File: config.mk
export PLATFORM = sky130hd
export DESIGN_NAME = asm_slot_clock_cfg
export DESIGN_NICKNAME = d
export VERILOG_FILES = /design/src/asm_pkg.sv /design/src/asm_slot_clock_cfg.sv /design/src/asm_slot_decode.sv
export VERILOG_INCLUDE_DIRS = /design/src /design/src/src
export SDC_FILE = /design/constraint.sdc
export NUM_CORES = 1
export LEC_CHECK = 0
export BUFFER_PORTS_ARGS = -buffer_cell sky130_fd_sc_hd__buf_2
export CORE_MARGIN = 3
export CORE_UTILIZATION = 25
export DETAILED_ROUTE_END_ITERATION = 16
export GPL_TIMING_DRIVEN = 0
export MAX_ROUTING_LAYER = met4
export SYNTH_ARGS = -nofsm -noshare
export SYNTH_HDL_FRONTEND = slang
export SYNTH_SLANG_ARGS = --single-unit
File: constraint.sdc
create_clock -name clk_sys -period 3.92 [get_ports clk_sys]
set_clock_uncertainty 0.15 [all_clocks]
set_input_delay 0.392 -clock clk_sys [delete_from_list [all_inputs] [get_ports clk_sys]]
set_output_delay 0.392 -clock clk_sys [all_outputs]
set_load 0.05 [all_outputs]
File: src/asm_defs.svh
// Notes on behaviour
// - Slot codes 0..31: TDM slot equals code; I2S/LJ left slot of that index.
// - Slot codes 32..63: TDM slot equals code; I2S/LJ right slot code minus 32.
// - Line bit 0 routes channel to primary output, 1 to general pin; resets 0.
// - Channel 7 register resets to 0x06: slot 6, primary output.
// - Channel 8 register resets to 0x07: slot 7, primary output.
// - Role bit 0 makes device target with clocks input; 1 makes it controller.
// - Auto clock bit 0 derives dividers and PLL internally; 1 uses custom settings.
// - In auto clocking, PLL-off bit 0 keeps PLL on, 1 disables it.
// - Gate bit forces outgoing bit clock and frame sync off, controller mode only.
// - Rate family bit picks 48 kHz family at 0, 44.1 kHz family at 1, controller mode only.
// - Master clock code 0..7 declares PLL source frequency in controller mode when code mode is 0.
// - Controller configuration register resets to 0x02.
`ifndef ASM_DEFS_SVH
`define ASM_DEFS_SVH

`define ASM_ADDR_CH7 8'h11
`define ASM_ADDR_CH8 8'h12
`define ASM_ADDR_CFG0 8'h13

`define ASM_RST_CH7 8'h06
`define ASM_RST_CH8 8'h07
`define ASM_RST_CFG0 8'h02

`define ASM_SLOT_MASK 8'h7f
`define ASM_LINE_BIT 6
`define ASM_HALF_BIT 5
`define ASM_ROLE_BIT 7
`define ASM_AUTO_BIT 6
`define ASM_PLL_OFF_BIT 5
`define ASM_GATE_BIT 4
`define ASM_FAMILY_BIT 3
`define ASM_MCLK_HI 2

`define ASM_MCLK_KHZ_0 16'h2ee0
`define ASM_MCLK_KHZ_1 16'h3000
`define ASM_MCLK_KHZ_2 16'h32c8
`define ASM_MCLK_KHZ_3 16'h3e80
`define ASM_MCLK_KHZ_4 16'h4b00
`define ASM_MCLK_KHZ_5 16'h4ce0
`define ASM_MCLK_KHZ_6 16'h5dc0
`define ASM_MCLK_KHZ_7 16'h6000

`endif

File: src/asm_pkg.sv
package asm_pkg;
	typedef enum logic {
		asm_role_target,
		asm_role_controller
	} asm_role_type;

	typedef enum logic {
		asm_family_48k,
		asm_family_44k1
	} asm_family_type;
endpackage

File: src/asm_slot_clock_cfg.sv
`timescale 1ns/100ps
`include "asm_defs.svh"

// Channel 7/8 slot map and controller clock configuration register 0.
module asm_slot_clock_cfg (
	input wire logic clk_sys,
	input wire logic reset,
	input wire logic ce,
	input wire logic [7:0] reg_addr,
	input wire logic [7:0] reg_wdata,
	input wire logic reg_write,
	input wire logic reg_read,
	output logic [7:0] reg_rdata,
	output logic reg_rvalid,
	input wire logic master_clock_code_mode,
	output logic [5:0] chan7_tdm_slot,
	output logic chan7_right_half,
	output logic [4:0] chan7_half_slot,
	output logic chan7_line_select,
	output logic [5:0] chan8_tdm_slot,
	output logic chan8_right_half,
	output logic [4:0] chan8_half_slot,
	output logic chan8_line_select,
	output asm_pkg::asm_role_type port_role_select,
	output logic clocks_are_outputs,
	output logic auto_clock_on,
	output logic pll_enable,
	output logic serial_clock_gate,
	output asm_pkg::asm_family_type rate_family_select,
	output logic [2:0] master_clock_freq_code,
	output logic master_clock_valid,
	output logic [15:0] master_clock_khz
);
	logic [7:0] ch7_reg;
	logic [7:0] ch8_reg;
	logic [7:0] cfg0_reg;
	logic is_ctrl;
	logic custom_clock;
	logic [2:0] code_field;

	// One compare serves both the write and the read decode, so they cannot drift apart.
	function automatic logic addr_hit(input logic [7:0] addr, input logic [7:0] target);
		addr_hit = (addr == target);
	endfunction

	// Declared source frequency in kHz for each three-bit master clock code.
	function automatic logic [15:0] mclk_khz(input logic [2:0] code);
		case (code)
			3'h0: mclk_khz = `ASM_MCLK_KHZ_0;
			3'h1: mclk_khz = `ASM_MCLK_KHZ_1;
			3'h2: mclk_khz = `ASM_MCLK_KHZ_2;
			3'h3: mclk_khz = `ASM_MCLK_KHZ_3;
			3'h4: mclk_khz = `ASM_MCLK_KHZ_4;
			3'h5: mclk_khz = `ASM_MCLK_KHZ_5;
			3'h6: mclk_khz = `ASM_MCLK_KHZ_6;
			default: mclk_khz = `ASM_MCLK_KHZ_7;
		endcase
	endfunction

	// Channel 7 slot register; the reserved top bit is dropped on the way in.
	always_ff @(posedge clk_sys) begin
		if (reset) begin
			ch7_reg <= `ASM_RST_CH7;
		end else if (ce && reg_write && addr_hit(reg_addr, `ASM_ADDR_CH7)) begin
			ch7_reg <= reg_wdata & `ASM_SLOT_MASK;
		end
	end

	// Channel 8 slot register; the reserved top bit is dropped on the way in.
	always_ff @(posedge clk_sys) begin
		if (reset) begin
			ch8_reg <= `ASM_RST_CH8;
		end else if (ce && reg_write && addr_hit(reg_addr, `ASM_ADDR_CH8)) begin
			ch8_reg <= reg_wdata & `ASM_SLOT_MASK;
		end
	end

	// Controller configuration register 0 keeps all eight bits.
	always_ff @(posedge clk_sys) begin
		if (reset) begin
			cfg0_reg <= `ASM_RST_CFG0;
		end else if (ce && reg_write && addr_hit(reg_addr, `ASM_ADDR_CFG0)) begin
			cfg0_reg <= reg_wdata;
		end
	end

	// A read strobe is answered one cycle later; the valid pulse lasts one cycle.
	always_ff @(posedge clk_sys) begin
		if (reset) begin
			reg_rvalid <= 1'b0;
		end else if (ce) begin
			reg_rvalid <= reg_read;
		end
	end

	// Unmapped addresses read as zero; read data holds until the next read.
	always_ff @(posedge clk_sys) begin
		if (reset) begin
			reg_rdata <= 8'h00;
		end else if (ce && reg_read) begin
			if (addr_hit(reg_addr, `ASM_ADDR_CH7)) begin
				reg_rdata <= ch7_reg;
			end else if (addr_hit(reg_addr, `ASM_ADDR_CH8)) begin
				reg_rdata <= ch8_reg;
			end else if (addr_hit(reg_addr, `ASM_ADDR_CFG0)) begin
				reg_rdata <= cfg0_reg;
			end else begin
				reg_rdata <= 8'h00;
			end
		end
	end

	// Each channel has its own decoder so the two maps stay independent.
	asm_slot_decode u_ch7 (
		.clk_sys(clk_sys),
		.reset(reset),
		.ce(ce),
		.slot_reg(ch7_reg),
		.tdm_slot(chan7_tdm_slot),
		.right_half(chan7_right_half),
		.half_slot(chan7_half_slot),
		.line_select(chan7_line_select)
	);

	asm_slot_decode u_ch8 (
		.clk_sys(clk_sys),
		.reset(reset),
		.ce(ce),
		.slot_reg(ch8_reg),
		.tdm_slot(chan8_tdm_slot),
		.right_half(chan8_right_half),
		.half_slot(chan8_half_slot),
		.line_select(chan8_line_select)
	);

	assign is_ctrl = cfg0_reg[`ASM_ROLE_BIT];
	assign custom_clock = cfg0_reg[`ASM_AUTO_BIT];
	assign code_field = cfg0_reg[`ASM_MCLK_HI:0];

	// Role as an enumerated value for the serial port.
	always_ff @(posedge clk_sys) begin
		if (reset) begin
			port_role_select <= asm_pkg::asm_role_target;
		end else if (ce) begin
			port_role_select <= is_ctrl ? asm_pkg::asm_role_controller : asm_pkg::asm_role_target;
		end
	end

	// High when bit clock and frame sync are driven by this device.
	always_ff @(posedge clk_sys) begin
		if (reset) begin
			clocks_are_outputs <= 1'b0;
		end else if (ce) begin
			clocks_are_outputs <= is_ctrl;
		end
	end

	// The register bit is an active-low enable, so it is inverted here.
	always_ff @(posedge clk_sys) begin
		if (reset) begin
			auto_clock_on <= 1'b1;
		end else if (ce) begin
			auto_clock_on <= ~custom_clock;
		end
	end

	// In custom mode the PLL state is owned by software settings, so stay on here.
	always_ff @(posedge clk_sys) begin
		if (reset) begin
			pll_enable <= 1'b1;
		end else if (ce) begin
			pll_enable <= custom_clock | ~cfg0_reg[`ASM_PLL_OFF_BIT];
		end
	end

	// Gating only matters for clocks that this device drives out.
	always_ff @(posedge clk_sys) begin
		if (reset) begin
			serial_clock_gate <= 1'b0;
		end else if (ce) begin
			serial_clock_gate <= is_ctrl & cfg0_reg[`ASM_GATE_BIT];
		end
	end

	// In target mode the family bit is ignored and the default family is shown.
	always_ff @(posedge clk_sys) begin
		if (reset) begin
			rate_family_select <= asm_pkg::asm_family_48k;
		end else if (ce) begin
			rate_family_select <= (is_ctrl && cfg0_reg[`ASM_FAMILY_BIT])
				? asm_pkg::asm_family_44k1 : asm_pkg::asm_family_48k;
		end
	end

	// Raw master clock code, passed on as written.
	always_ff @(posedge clk_sys) begin
		if (reset) begin
			master_clock_freq_code <= 3'h2;
		end else if (ce) begin
			master_clock_freq_code <= code_field;
		end
	end

	// The code is meaningful only for a controller reading it as a frequency.
	always_ff @(posedge clk_sys) begin
		if (reset) begin
			master_clock_valid <= 1'b0;
		end else if (ce) begin
			master_clock_valid <= is_ctrl & ~master_clock_code_mode;
		end
	end

	// Frequency is always decoded; the valid flag says whether it applies.
	always_ff @(posedge clk_sys) begin
		if (reset) begin
			master_clock_khz <= `ASM_MCLK_KHZ_2;
		end else if (ce) begin
			master_clock_khz <= mclk_khz(code_field);
		end
	end
endmodule

File: src/asm_slot_decode.sv
`timescale 1ns/100ps
`include "asm_defs.svh"

// Turns one slot register into the placement seen by the serial port.
module asm_slot_decode (
	input wire logic clk_sys,
	input wire logic reset,
	input wire logic ce,
	input wire logic [7:0] slot_reg,
	output logic [5:0] tdm_slot,
	output logic right_half,
	output logic [4:0] half_slot,
	output logic line_select
);
	always_ff @(posedge clk_sys) begin
		if (reset) begin
			tdm_slot <= 6'h00;
			right_half <= 1'b0;
			half_slot <= 5'h00;
			line_select <= 1'b0;
		end else if (ce) begin
			tdm_slot <= slot_reg[5:0];
			right_half <= slot_reg[`ASM_HALF_BIT];
			half_slot <= slot_reg[4:0];
			line_select <= slot_reg[`ASM_LINE_BIT];
		end
	end
endmodule

==> impl_metrics.yaml <==
outcome:
  status: "completed"
worst_hold_path:
  hold_path.class: "primary input to flip-flop"
  min_delay_path_depth: 3
cts:
  clock_tree_from_tritoncts: "built"
  cts_root_buf: "clkbuf_8"
  cts-buffers-inserted: 9
  clk_sink_count: 65
  clk-insertion-delay-late_ns: 0.34
  cts-htree-levels: 3
  cts.repair_timing.setup_buffer_count: 0
  worst_setup_hold_path_clk_slew_ns: 0.07
  postCtsResizedCells: 0
  cts.path.max_buffers: 2
  cts.hold.buffers_added: 0
timing:
  final_hold_slack_ns: 0.164
  final-hold-violation-count: 0
  totalNegativeSetupSlack_ns: 0
  worst_slew_pin_slew_ns: 0.787
  max_freq_mhz: 491
  slew_headroom: 0.475
  finalCriticalPeriod_ns: 2.04
  timing.final.setup_violations: 0
  setup_repair_after_global_routing_missed_its_margin: "no"
  period_share: 0.520
  setup_ws_ns: 1.88
  timing.final.max_slew_violations: 0
worst_setup_path:
  timing.rr.end: "master_clock_khz[6]"
  ff2ff_path_depth: 4
  critical_path_class: "primary input to flip-flop"
  critPathMaxFanout: 10
  timing.critical_path.from: "reg_addr[0]"
  regToRegSetupSlack_ns: 2.33
  timing.critical_path.from_type: "primary input"
  worstPathRequired_ns: 4.04
  crit_end: "ch7_reg[5]"
  worst_r2r_startpoint: "cfg0_reg[1]"
  arrival_ns: 2.16
  critical_path.endpoint_type: "flip-flop"
power:
  clock_power_share: 0.429
  power_frac_seq: 0.475
  vdd_drop_max_v: 0.000134
  switching_power_uw: 355
  share_comb_of_total_power: 0.096
  power.static_leakage_nw: 1.59
  p_sw_frac: 0.251
  pwr_density_cell_nw_per_um2: 403
  internal-power_mw: 1.06
synth:
  synth_cell_type_count: 36
  ys_dominant_reg_cell: "dfxtp_1"
  synth_warnings: 0
  yosys_register_bits: 65
  synth_async_sr_flop_share: 0
  synth_edf_count: 0
  post_synth.cell_area_avg_sq_um: 9.25
  cell_count_after_synthesis: 296
  ys_seq_area_frac: 0.475
  synthesis.area_sq_um: 2740
grt:
  vias_in_the_first_global_route: 2210
  grt_start_max_net_pins: 12
  global_route_wire_length_before_repair_microns: 11800
  grt_antenna_before_repair: 1
  gr-usage-all-layers: 0.123
  grt_overflow: 0
route:
  drt_pre_antenna_iters: 4
  routed_via_density: 4.31
  drt_iter0_markers: 104
  route.final.wire_length_microns: 7430
  drc: 0
  via_count: 2278
  remaining_antenna_violation_count_after_routing: 0
  wire_per_inst_microns: 14.1
floorplanning:
  pin_count: 83
  floorplan.initialDensity: 0.261
  core.rowCount: 37
  die_h_microns: 111
  fp.coreArea_sq_um: 10500
  design.die.area_sq_um: 12200
  die_width_microns: 111
placed_design:
  placed_area_sq_um: 3300
  detailedPlace.worstSlack_ns: 1.50
  gp_routability_congestion: 0.857
  port_buffers: 76
  hpwlAfterDp_microns: 5740
  place_inst: 512
final_layout:
  post_layout_nonfiller_instances: 529
  finalInstanceArea_sq_um: 3520
  mostFrequentLayoutCell: "buf_2"
  area.growth.synth_to_final_pct: 28.4
  post_route_cells_drive_above_1_share: 0.314
  finish.net_count: 409
  most-common-layout-cells: "buf_2 (79), dfxtp_1 (65), nand2_1 (48), mux2i_1 (40), nor2_1 (30)"
  number_of_flip_flops_under_the_largest_register_name: 11
  fillers: 1099
run:
  timing.max_cap.violations: 0
power by group through the flow:
stage	registers, mW	logic, mW	clock network, mW
floorplan	0.711	0.0751	0
global placement	0.687	0.136	0
CTS	0.673	0.137	0.623
finish	0.672	0.136	0.608
detailed placement	0.688	0.137	0
global route	0.673	0.146	0.644
critical path, stage by stage:
cell	delay, ns
buf_2	0.08
buf_2	0.23
nor4b_2	0.68
nor3b_1	0.26
buf_2	0.28
mux2i_1	0.24
layout make-up:
cell class / count / area (sq um) / share of cell area
Tap cell: 136 / 170 / 0.0484
Inverter: 5 / 18.8 / 0.00534
Multi-Input combinational cell: 192 / 1220 / 0.347
Clock buffer: 10 / 128 / 0.0363
Antenna cell: 1 / 2.50 / 0.000712
Clock inverter: 6 / 82.6 / 0.0235
Sequential cell: 65 / 1300 / 0.370
Timing Repair Buffer: 76 / 380 / 0.108
Buffer: 38 / 214 / 0.0609
worst min path at each step:
stage                          from              endpoint  slack (ns)
2_1_floorplan            ch8_reg[6]            ch8_reg[6]        0.29
3_3_place_gp     master_clock_valid    master_clock_valid        0.30
3_5_place_dp   master_clock_khz[11]  master_clock_khz[11]        0.30
4_1_cts                reg_wdata[7]           cfg0_reg[7]        0.16
5_1_grt                reg_wdata[7]           cfg0_reg[7]        0.17
6_report               reg_wdata[7]           cfg0_reg[7]        0.16
synth_stat cells, drive strengths merged, types with 2 or more instances:
master  instances  area, sq um
xnor2           2         17.5
a21oi          13         65.1
nor3            2         10.0
nand2b          2         12.5
nor3b           2         20.0
inv             4         15.0
or4b            2         23.8
dfxtp          65         1300
o21ai          11         55.1
nor4b           2         30.0
nand2          48          180
mux2i          40          400
or3             3         18.8
nand3           4         20.0
nor2           30          113
mux2            7         78.8
clkbuf         15         56.3
buf            23          158
a22oi           7         52.6
a211o           2         17.5
metal layers:
layer | up-vias | wire length [microns] | GRT usage
met5 | - | 0 | -
met4 | 0 | 76 | 0.0345
met3 | 9 | 513 | 0.0433
met2 | 80 | 3260 | 0.184
met1 | 1023 | 3580 | 0.157
li1 | 1166 | - | -
per-stage QoR:
step	total power, mW	utilization
2_1_floorplan	0.786	-
4_1_cts	1.43	0.334
6_report	1.42	0.335
5_1_grt	1.46	0.335
3_3_place_gp	0.823	0.314
3_5_place_dp	0.825	0.314
cells by family after synthesis:
logic type,after synthesis,synth area share
mux,47,0.175
other cells,1,0.00137
buf+inv,43,0.0850
xor+xnor,3,0.00960
compound gates,39,0.0882
simple gates,98,0.165
flops,65,0.475
No activity file was read; power rests on OpenSTA's default activity.
